$ cat src/shared/rci_pkg.sv
// Shared constants and types of the remote input run control.
// Assumes one 250 MHz clock and a Wishbone classic register port.
package rci_pkg;
  // Clock and time base
  localparam int CLK_PERIOD_NS = 4;
  localparam int NS_PER_MS     = 1000000;
  localparam int MS_CYCLES_DEF = NS_PER_MS / CLK_PERIOD_NS;
  localparam int LOCKOUT_MS    = 200;
  localparam int HOLD_MS       = 1000;
  localparam int MIN_PULSE_MS  = 100;
  localparam logic [15:0] LOCK_TICKS = 16'(LOCKOUT_MS + 1);
  localparam logic [15:0] HOLD_TICKS = 16'(HOLD_MS + 1);

  // Output pulse dividers
  localparam int MOT_DIV_DEF = 10;
  localparam int VOL_DIV_DEF = 100;

  // Register byte offsets
  localparam logic [3:0] ADDR_CTRL    = 4'h0;
  localparam logic [3:0] ADDR_RUNTIME = 4'h4;
  localparam logic [3:0] ADDR_STATUS  = 4'h8;

  // Control fields
  localparam int CTRL_IN1_LSB   = 0;
  localparam int CTRL_IN2_LSB   = 4;
  localparam int CTRL_OUT_LSB   = 8;
  localparam int CTRL_TIMER_BIT = 12;
  localparam int CTRL_ANLG_BIT  = 13;

  // Status fields
  localparam int STAT_ST_LSB   = 0;
  localparam int STAT_VEND_BIT = 4;
  localparam int STAT_LOCK_BIT = 5;
  localparam int STAT_ERR_BIT  = 6;
  localparam int STAT_PIN_BIT  = 7;

  // Reset values
  localparam logic [15:0] RUNTIME_RST = 16'h03e8;

  typedef enum logic [1:0] {
    IN1_OFF   = 2'h0,
    IN1_LEVEL = 2'h1,
    IN1_PULSE = 2'h2
  } rci_in1_type;

  typedef enum logic [2:0] {
    IN2_OFF   = 3'h0,
    IN2_RESET = 3'h1,
    IN2_PRIME = 3'h2,
    IN2_COMB  = 3'h3,
    IN2_LEVEL = 3'h4,
    IN2_PULSE = 3'h5
  } rci_in2_type;

  typedef enum logic [2:0] {
    OUT_ALARM = 3'h0,
    OUT_MOTOR = 3'h1,
    OUT_VEND  = 3'h2,
    OUT_MPUL  = 3'h3,
    OUT_VPUL  = 3'h4
  } rci_out_type;

  typedef enum logic [3:0] {
    ST_HALT  = 4'b0001,
    ST_PAUSE = 4'b0010,
    ST_RUN   = 4'b0100,
    ST_PRIME = 4'b1000
  } rci_state_type;
endpackage

$ cat src/rtl/rci_pulse_div.sv
// Tick divider: one output pulse for every DIV input ticks.
// Assumes tick_i is a one-cycle pulse synchronous to clk_i.
`timescale 1ns/1ns
module rci_pulse_div #(
  parameter int DIV = 10
) (
  input  wire logic clk_i,
  input  wire logic rst_i,
  input  wire logic tick_i,
  output logic      pulse_o
);
  typedef struct packed {
    logic [15:0] cnt;
    logic        pulse;
  } rci_div_type;

  rci_div_type s_r;
  rci_div_type s_nxt;

  always_comb begin
    s_nxt       = s_r;
    s_nxt.pulse = 1'b0;
    if (tick_i) begin
      if (s_r.cnt == 16'(DIV - 1)) begin
        s_nxt.cnt   = 16'h0;
        s_nxt.pulse = 1'b1;
      end else begin
        s_nxt.cnt = s_r.cnt + 16'h1;
      end
    end
  end

  always_ff @(posedge clk_i) begin
    if (rst_i) begin
      s_r <= '0;
    end else begin
      s_r <= s_nxt;
    end
  end

  assign pulse_o = s_r.pulse;
endmodule // rci_pulse_div

$ cat src/rtl/rci_run_ctrl.sv
// Remote run control: two remote inputs, one open collector output, registers.
// Assumes pins already thresholded to logic levels; low means active.
//
// Notes on behaviour
// - Level mode on input one runs pump while low, stops while high.
// - Pulse mode without timer: a low pulse starts, the next one stops.
// - Level mode with timer starts on low, stops on return high.
// - Pulse mode with timer: low pulse starts, run time expiry stops.
// - With input one enabled only it may start the pump.
// - With analog enabled a start needs a valid analog signal.
// - After any stop, restarts are blocked for 0.2 seconds.
// - Comes up halted; local start moves it to paused.
// - Off setting makes a remote input ignored entirely.
// - Reset mode low level aborts metering, clears errors, goes paused.
// - Reset and combined actions release the halt into paused; a prime action releases it into priming.
// - Prime mode low aborts, clears errors, primes while held low.
// - Combined falling edge aborts and clears; held over 1 s primes.
// - Input two level and pulse modes match those of input one, except that level mode with timer ignores release.
// - Foot switch level mode runs while held, stops on release.
// - Foot switch pulse mode toggles run and stop on each press.
// - With timer, a foot switch start runs one whole timed cycle.
// - Output selectable to alarm, motor running or volume end level.
// - Motor pulse mode gives ten pulses per motor revolution.
// - Volume pulse mode gives one pulse per 100 microlitres.
// - Local stop sets the halt; only a manual start or an input two reset, prime or combined action leaves it.
//
// Implementation choices: the placing of the registers and the Wishbone register port.
`timescale 1ns/1ns
module rci_run_ctrl
  import rci_pkg::*;
#(
  parameter int MS_CYCLES = MS_CYCLES_DEF,
  parameter int MOT_DIV   = MOT_DIV_DEF,
  parameter int VOL_DIV   = VOL_DIV_DEF
) (
  input  wire logic        clk_i,
  input  wire logic        rst_i,
  input  wire logic        wb_cyc_i,
  input  wire logic        wb_stb_i,
  input  wire logic        wb_we_i,
  input  wire logic [3:0]  wb_adr_i,
  input  wire logic [3:0]  wb_sel_i,
  input  wire logic [31:0] wb_dat_i,
  output logic      [31:0] wb_dat_o,
  output logic             wb_ack_o,
  input  wire logic        din1_i,
  input  wire logic        din2_i,
  input  wire logic        analog_valid_i,
  input  wire logic        local_start_i,
  input  wire logic        local_stop_i,
  input  wire logic        pump_err_i,
  input  wire logic        mot_tick_i,
  input  wire logic        vol_tick_i,
  input  wire logic        dout_i,
  output logic             dout_o,
  output logic             dout_oe_n_o,
  output logic             run_o,
  output logic             prime_o,
  output logic             err_clr_o
);
  typedef struct packed {
    logic          in1_m;
    logic          in1_s;
    logic          in1_d;
    logic          in2_m;
    logic          in2_s;
    logic          in2_d;
    rci_state_type st;
    logic [31:0]   ms_cnt;
    logic [15:0]   lock_cnt;
    logic [15:0]   hold_cnt;
    logic [15:0]   tim_cnt;
    logic [15:0]   run_time;
    rci_in1_type   in1_mode;
    rci_in2_type   in2_mode;
    rci_out_type   out_sel;
    logic          timer_en;
    logic          analog_en;
    logic          vol_end;
    logic          err_clr;
    logic          dout_act;
    logic          ack;
    logic [31:0]   rdat;
  } rci_regs_type;

  rci_regs_type s_r;
  rci_regs_type s_nxt;

  logic ms_tick;
  logic low1;
  logic low2;
  logic fall1;
  logic fall2;
  logic busy;
  logic timer_on;
  logic can_start;
  logic start_req;
  logic stop_req;
  logic abort2;
  logic prime_on;
  logic expire;
  logic bus_req;
  logic mot_pulse;
  logic vol_pulse;

  rci_pulse_div #(
    .DIV (MOT_DIV)
  ) u_mot_div (
    .clk_i   (clk_i),
    .rst_i   (rst_i),
    .tick_i  (mot_tick_i),
    .pulse_o (mot_pulse)
  );

  rci_pulse_div #(
    .DIV (VOL_DIV)
  ) u_vol_div (
    .clk_i   (clk_i),
    .rst_i   (rst_i),
    .tick_i  (vol_tick_i),
    .pulse_o (vol_pulse)
  );

  always_comb begin
    s_nxt     = s_r;
    ms_tick   = 1'b0;
    start_req = 1'b0;
    stop_req  = 1'b0;
    abort2    = 1'b0;
    prime_on  = 1'b0;
    expire    = 1'b0;
    s_nxt.in1_m = din1_i;
    s_nxt.in1_s = s_r.in1_m;
    s_nxt.in1_d = s_r.in1_s;
    s_nxt.in2_m = din2_i;
    s_nxt.in2_s = s_r.in2_m;
    s_nxt.in2_d = s_r.in2_s;
    low1  = !s_r.in1_s;
    low2  = !s_r.in2_s;
    fall1 = s_r.in1_d && !s_r.in1_s;
    fall2 = s_r.in2_d && !s_r.in2_s;
    if (s_r.ms_cnt == 32'(MS_CYCLES - 1)) begin
      s_nxt.ms_cnt = 32'h0;
      ms_tick      = 1'b1;
    end else begin
      s_nxt.ms_cnt = s_r.ms_cnt + 32'h1;
    end
    busy = s_r.lock_cnt != 16'h0;
    if (busy && ms_tick) begin
      s_nxt.lock_cnt = s_r.lock_cnt - 16'h1;
    end
    can_start = !busy && (!s_r.analog_en || analog_valid_i);
    timer_on  = s_r.timer_en && !s_r.analog_en;
    if (s_r.in2_mode == IN2_COMB && low2 && !fall2) begin
      if (ms_tick && s_r.hold_cnt != HOLD_TICKS) begin
        s_nxt.hold_cnt = s_r.hold_cnt + 16'h1;
      end
    end else begin
      s_nxt.hold_cnt = 16'h0;
    end
    if (s_r.st == ST_RUN && timer_on && ms_tick) begin
      s_nxt.tim_cnt = s_r.tim_cnt + 16'h1;
      expire        = s_r.tim_cnt + 16'h1 >= s_r.run_time;
    end
    case (s_r.in1_mode)
      IN1_LEVEL: begin
        start_req = low1;
        stop_req  = !low1;
      end
      IN1_PULSE: begin
        start_req = fall1;
        stop_req  = fall1 && !timer_on;
      end
      default: begin
        case (s_r.in2_mode)
          IN2_LEVEL: begin
            start_req = low2;
            stop_req  = !low2 && !timer_on;
          end
          IN2_PULSE: begin
            start_req = fall2;
            stop_req  = fall2 && !timer_on;
          end
          default: begin
            start_req = local_start_i;
          end
        endcase
      end
    endcase
    case (s_r.in2_mode)
      IN2_RESET: begin
        abort2 = low2;
      end
      IN2_PRIME: begin
        abort2   = low2;
        prime_on = low2;
      end
      IN2_COMB: begin
        abort2   = low2;
        prime_on = low2 && s_r.hold_cnt == HOLD_TICKS;
      end
      default: begin
        abort2 = 1'b0;
      end
    endcase
    s_nxt.err_clr = fall2 && (s_r.in2_mode == IN2_RESET || s_r.in2_mode == IN2_PRIME ||
                              s_r.in2_mode == IN2_COMB);
    if (local_stop_i) begin
      s_nxt.st = ST_HALT;
      if (s_r.st == ST_RUN || s_r.st == ST_PRIME) begin
        s_nxt.lock_cnt = LOCK_TICKS;
      end
    end else if (prime_on) begin
      s_nxt.st = ST_PRIME;
    end else if (abort2) begin
      s_nxt.st = ST_PAUSE;
      if (s_r.st == ST_RUN || s_r.st == ST_PRIME) begin
        s_nxt.lock_cnt = LOCK_TICKS;
      end
    end else begin
      case (s_r.st)
        ST_HALT: begin
          if (local_start_i) begin
            s_nxt.st = ST_PAUSE;
          end
        end
        ST_PAUSE: begin
          if (start_req && can_start) begin
            s_nxt.st      = ST_RUN;
            s_nxt.tim_cnt = 16'h0;
            s_nxt.vol_end = 1'b0;
          end
        end
        ST_RUN: begin
          if (stop_req || expire) begin
            s_nxt.st       = ST_PAUSE;
            s_nxt.lock_cnt = LOCK_TICKS;
            s_nxt.vol_end  = expire;
          end
        end
        ST_PRIME: begin
          s_nxt.st       = ST_PAUSE;
          s_nxt.lock_cnt = LOCK_TICKS;
        end
        default: begin
          s_nxt.st = ST_HALT;
        end
      endcase
    end
    case (s_r.out_sel)
      OUT_ALARM: s_nxt.dout_act = pump_err_i;
      OUT_MOTOR: s_nxt.dout_act = s_r.st == ST_RUN || s_r.st == ST_PRIME;
      OUT_VEND:  s_nxt.dout_act = s_r.vol_end;
      OUT_MPUL:  s_nxt.dout_act = mot_pulse;
      OUT_VPUL:  s_nxt.dout_act = vol_pulse;
      default:   s_nxt.dout_act = 1'b0;
    endcase
    // Wishbone slave, one wait cycle
    bus_req    = wb_cyc_i && wb_stb_i && !s_r.ack;
    s_nxt.ack  = bus_req;
    s_nxt.rdat = 32'h0;
    if (bus_req) begin
      case (wb_adr_i)
        ADDR_CTRL: begin
          s_nxt.rdat[CTRL_IN1_LSB +: 2]  = s_r.in1_mode;
          s_nxt.rdat[CTRL_IN2_LSB +: 3]  = s_r.in2_mode;
          s_nxt.rdat[CTRL_OUT_LSB +: 3]  = s_r.out_sel;
          s_nxt.rdat[CTRL_TIMER_BIT]     = s_r.timer_en;
          s_nxt.rdat[CTRL_ANLG_BIT]      = s_r.analog_en;
          if (wb_we_i && wb_sel_i[0]) begin
            s_nxt.in1_mode = rci_in1_type'(wb_dat_i[CTRL_IN1_LSB +: 2]);
            s_nxt.in2_mode = rci_in2_type'(wb_dat_i[CTRL_IN2_LSB +: 3]);
          end
          if (wb_we_i && wb_sel_i[1]) begin
            s_nxt.out_sel   = rci_out_type'(wb_dat_i[CTRL_OUT_LSB +: 3]);
            s_nxt.timer_en  = wb_dat_i[CTRL_TIMER_BIT];
            s_nxt.analog_en = wb_dat_i[CTRL_ANLG_BIT];
          end
        end
        ADDR_RUNTIME: begin
          s_nxt.rdat[15:0] = s_r.run_time;
          if (wb_we_i && wb_sel_i[0]) begin
            s_nxt.run_time[7:0] = wb_dat_i[7:0];
          end
          if (wb_we_i && wb_sel_i[1]) begin
            s_nxt.run_time[15:8] = wb_dat_i[15:8];
          end
        end
        ADDR_STATUS: begin
          s_nxt.rdat[STAT_ST_LSB +: 4] = s_r.st;
          s_nxt.rdat[STAT_VEND_BIT]    = s_r.vol_end;
          s_nxt.rdat[STAT_LOCK_BIT]    = busy;
          s_nxt.rdat[STAT_ERR_BIT]     = pump_err_i;
          s_nxt.rdat[STAT_PIN_BIT]     = dout_i;
        end
        default: begin
          s_nxt.rdat = 32'h0;
        end
      endcase
    end
  end

  always_ff @(posedge clk_i) begin
    if (rst_i) begin
      s_r          <= '0;
      s_r.in1_m    <= 1'b1;
      s_r.in1_s    <= 1'b1;
      s_r.in1_d    <= 1'b1;
      s_r.in2_m    <= 1'b1;
      s_r.in2_s    <= 1'b1;
      s_r.in2_d    <= 1'b1;
      s_r.st       <= ST_HALT;
      s_r.run_time <= RUNTIME_RST;
    end else begin
      s_r <= s_nxt;
    end
  end

  assign wb_dat_o    = s_r.rdat;
  assign wb_ack_o    = s_r.ack;
  assign dout_o      = 1'b0;
  assign dout_oe_n_o = !s_r.dout_act;
  assign run_o       = s_r.st == ST_RUN;
  assign prime_o     = s_r.st == ST_PRIME;
  assign err_clr_o   = s_r.err_clr;
endmodule // rci_run_ctrl

$ cat config.mk
export PLATFORM = sky130hd
export DESIGN_NAME = rci_run_ctrl
export DESIGN_NICKNAME = d
export VERILOG_FILES = /design/src/shared/rci_pkg.sv /design/src/rtl/rci_pulse_div.sv /design/src/rtl/rci_run_ctrl.sv
export SDC_FILE = /design/constraint.sdc
export NUM_CORES = 1
export LEC_CHECK = 0
export ABC_AREA = 0
export BUFFER_PORTS_ARGS = -buffer_cell sky130_fd_sc_hd__buf_2
export CAP_MARGIN = 20
export CORE_MARGIN = 3
export CORE_UTILIZATION = 60
export DETAILED_ROUTE_END_ITERATION = 12
export GPL_TIMING_DRIVEN = 0
export PLACE_DENSITY = 0.81
export SYNTH_ARGS = -nofsm -noshare
export SYNTH_HDL_FRONTEND = slang
export SYNTH_SLANG_ARGS = --single-unit
export TNS_END_PERCENT = 10
$ cat constraint.sdc
create_clock -name clk_i -period 8 [get_ports clk_i]
set_clock_uncertainty 0.05 [all_clocks]
set_input_delay 0.4 -clock clk_i [delete_from_list [all_inputs] [get_ports clk_i]]
set_output_delay 0.4 -clock clk_i [all_outputs]
set_load 0.005 [all_outputs]
==> flow_metrics.py <==
metrics = {
    "grt": {
        "gr-usage-all-layers_pct": 23.7,
        "number_of_antenna_violations_at_the_first_check_in_global_routing": 1,
        "overflow": 0,
        "pin_count_of_the_biggest_net_entering_global_routing": 17,
        "global_route_wire_length_before_repair_mm": 31.0,
        "via_count_of_the_first_global_routing_pass": 6533,
    },
    "place": {
        "place.detailed.instances": 1218,
        "post_dp_cell_area_mm2": 0.00903,
        "io_buffer_count": 51,
        "place_ws_ps": 3850,
        "globalplace.congestion": 0.854,
        "dpl.hpwl_mm": 13.3,
    },
    "logic_synthesis": {
        "synth_area_mm2": 0.00850,
        "yosysWarningCount": 0,
        "synthesis.area_per_instance_um2": 8.71,
        "yosys_most_used_dff": "sky130_fd_sc_hd__dfxtp_1",
        "synth_top_area_share_pct": 40.1,
        "post_synth_main_area_contributors": "sky130_fd_sc_hd__dfxtp_1, sky130_fd_sc_hd__xor2_1, sky130_fd_sc_hd__nor2_1, sky130_fd_sc_hd__ha_1, sky130_fd_sc_hd__nand2_1",
        "syn-instance-count": 975,
        "synth_edf_count": 0,
        "synth_seq_area_share_pct": 40.1,
        "number_of_distinct_library_cells_after_synthesis": 67,
        "postSynth.asyncResetShare_pct": 0,
        "synthDominantAreaCellType": "sky130_fd_sc_hd__dfxtp_1",
        "yosys_register_bits": 170,
    },
    "power": {
        "ir_drop_v": 0.000132,
        "internal_power_mw": 1.34,
        "power.share.clock_pct": 46.4,
        "finalPower_mw": 1.72,
        "power_switching_uw": 375,
        "comb_power_share_pct": 3.6,
        "share_seq_of_total_power_pct": 50.0,
        "power_switching_share_pct": 21.8,
        "cellPowerDensity_mw_per_mm2": 179,
        "static-leakage-power_nw": 3.93,
    },
    "route": {
        "drt_pass1_iterations": 5,
        "wl_per_cell_um": 14.7,
        "dr_total_vias": 7005,
        "drc": 0,
        "first_iter_violations": 463,
        "vias_per_cell": 5.60,
        "route.antenna.remaining_nets": 0,
        "totalWireLength_mm": 18.4,
    },
    "cells_and_area": {
        "most-common-layout-cells": "sky130_fd_sc_hd__dfxtp_1, sky130_fd_sc_hd__nor2_1, sky130_fd_sc_hd__nand2_1, sky130_fd_sc_hd__xor2_1, sky130_fd_sc_hd__buf_2",
        "diode_count": 0,
        "postLayoutCoreUtil_pct": 70.8,
        "nets": 1141,
        "design_area_mm2": 0.00960,
        "area_growth_syn_to_layout_pct": 13.0,
        "layout.cells.non_filler": 1250,
        "drive_gt1_share_pct": 14.8,
        "final_common_cell": "sky130_fd_sc_hd__dfxtp_1",
    },
    "setup_path": {
        "critPathCaptureType": "flop",
        "crit_path_max_fanout": 10,
        "critical_path_class": "flop to flop",
        "worst_ep_required_time_ps": 8240,
        "startpoint_type": "flop",
        "cp.arrival_ps": 4460,
    },
    "cts": {
        "clkSlewWorstSetupHoldPaths_ps": 60,
        "htree_levels": 4,
        "clock_insertion_delay_worst_skew_ps": 430,
        "cts.sinks": 170,
        "clock_path_buffers": 2,
        "cts-resized-gates": 0,
        "cts_tree": "yes",
        "clk_root_buffer_cell": "sky130_fd_sc_hd__clkbuf_16",
        "cts_hold_repair.buffers": 0,
        "post_cts.repair.setup_buffers": 0,
        "number_of_clock_buffers_inserted_by_tritoncts": 17,
    },
    "timing": {
        "report.final.slew_viol_count": 0,
        "fin_worst_hold_slack_ps": 109,
        "clock.fmax_ghz": 0.237,
        "setup_repair_after_global_routing_missed_its_margin": "false",
        "finalHoldViolCount": 0,
        "timing.final.ws_setup_ps": 3770,
        "setup_violations": 0,
        "fin_crit_sh_pct": 52.8,
        "finalSetupTns_ps": 0,
        "slew_headroom_pct": 45.6,
        "tightest_slew_ps": 809,
        "final.min_clock_period_ps": 4230,
    },
    "floorplan": {
        "floorplan.io_pins": 92,
        "die-height_um": 125,
        "dieArea_mm2": 0.0156,
        "start_util_pct": 62.7,
        "die_width_um": 125,
        "floorplan.rows": 42,
        "core_mm2": 0.0136,
    },
    "hold_path": {
        "kind_of_path_behind_the_tightest_hold_check": "primary input to flop",
    },
    "run_status": {
        "outcome": "complete, no violations",
    },
    "flow_run": {
        "maxCapViolCount": 0,
    },
}
power by group through the flow:
stage	logic (mW)	clock network, mW	registers, mW
after floorplan	0.0399	0	0.876
after global placement	0.0596	0	0.877
after detailed placement	0.0602	0	0.878
after CTS	0.0609	0.807	0.859
after global routing	0.0687	0.843	0.859
final	0.0615	0.798	0.859
cells in the mapped netlist (19+ instances only):
| cell | count |
|---|---|
| sky130_fd_sc_hd__clkbuf_1 | 23 |
| sky130_fd_sc_hd__nor2_1 | 131 |
| sky130_fd_sc_hd__a21oi_1 | 36 |
| sky130_fd_sc_hd__nor3_1 | 32 |
| sky130_fd_sc_hd__buf_4 | 33 |
| sky130_fd_sc_hd__nand2_1 | 77 |
| sky130_fd_sc_hd__nand4_1 | 30 |
| sky130_fd_sc_hd__xor2_1 | 74 |
| sky130_fd_sc_hd__ha_1 | 26 |
| sky130_fd_sc_hd__mux2i_1 | 27 |
| sky130_fd_sc_hd__xnor2_1 | 30 |
| sky130_fd_sc_hd__and3_1 | 23 |
| sky130_fd_sc_hd__dfxtp_1 | 170 |
| sky130_fd_sc_hd__o21ai_0 | 19 |
| sky130_fd_sc_hd__inv_1 | 31 |
| sky130_fd_sc_hd__nand3_1 | 57 |
area by class of cell:
| type | count | area [um2] |
|---|---|---|
| timing repair buffer | 51 | 255 |
| tap | 176 | 220 |
| multi-input combinational | 721 | 4620 |
| clock inverter | 11 | 123 |
| sequential | 170 | 3400 |
| clock buffer | 21 | 450 |
| inverter | 31 | 116 |
| fill | 1079 | 3950 |
| buffer | 69 | 412 |
registers in the layout (all words and copies together) (netlist names):
register / cells
s_r: 114
u_mot_div.s_r: 16
u_vol_div.s_r: 16
wb_dat_o: 16
s_nxt: 4
err_clr_o: 1
u_mot_div.pulse_o: 1
u_vol_div.pulse_o: 1
wb_ack_o: 1
cell families after synthesis:
kind of cell    count (synthesis)  share of synthesized area (%)
other cells                     1                         0.0441
compound gates                 92                           7.14
xor+xnor                      104                           10.7
flops                         170                           40.1
fa+ha+maj                      26                           3.83
simple gates                  454                           28.5
buf+inv                       100                           6.21
mux                            28                           3.45
path summary, 6_finish.rpt:
path	startpoint	to	slack [ps]	depth (start not counted)
max	s_r[62]$_SDFF_PP0_	s_r[107]$_SDFF_PP0_	3770	14
min	din1_i	s_nxt[150]$_SDFF_PP1_	110	2
max reg2reg	s_r[62]$_SDFF_PP0_	s_r[107]$_SDFF_PP0_	3770	14
min reg2reg	s_nxt[150]$_SDFF_PP1_	s_nxt[149]$_SDFF_PP1_	370	1
routing by layer:
| metal | wire [um] | vias up | share of wire, % | global-route usage [%] |
|---|---|---|---|---|
| met5 | 12 | - | 0.065 | 0 |
| met4 | 226 | 2 | 1.2 | 6.44 |
| met3 | 1080 | 26 | 5.9 | 5.93 |
| met2 | 8810 | 202 | 48 | 39.2 |
| met1 | 8290 | 3275 | 45 | 31.0 |
| li1 | - | 3500 | - | - |
critical path: stages, from the launching register on:
cell and delay, ps:
sky130_fd_sc_hd__dfxtp_1 420, sky130_fd_sc_hd__ha_1 240, sky130_fd_sc_hd__nand3_1 200, sky130_fd_sc_hd__nor4_1 640, sky130_fd_sc_hd__and3_1 330, sky130_fd_sc_hd__nand3_1 110
sky130_fd_sc_hd__xnor2_1 140, sky130_fd_sc_hd__ha_1 290, sky130_fd_sc_hd__nand4_1 140, sky130_fd_sc_hd__or3_1 400, sky130_fd_sc_hd__a221oi_1 270, sky130_fd_sc_hd__o41ai_2 200
sky130_fd_sc_hd__a31oi_4 370, sky130_fd_sc_hd__buf_6 200, sky130_fd_sc_hd__nor3_1 60
Note: power is estimated with default switching activity, not from simulation.
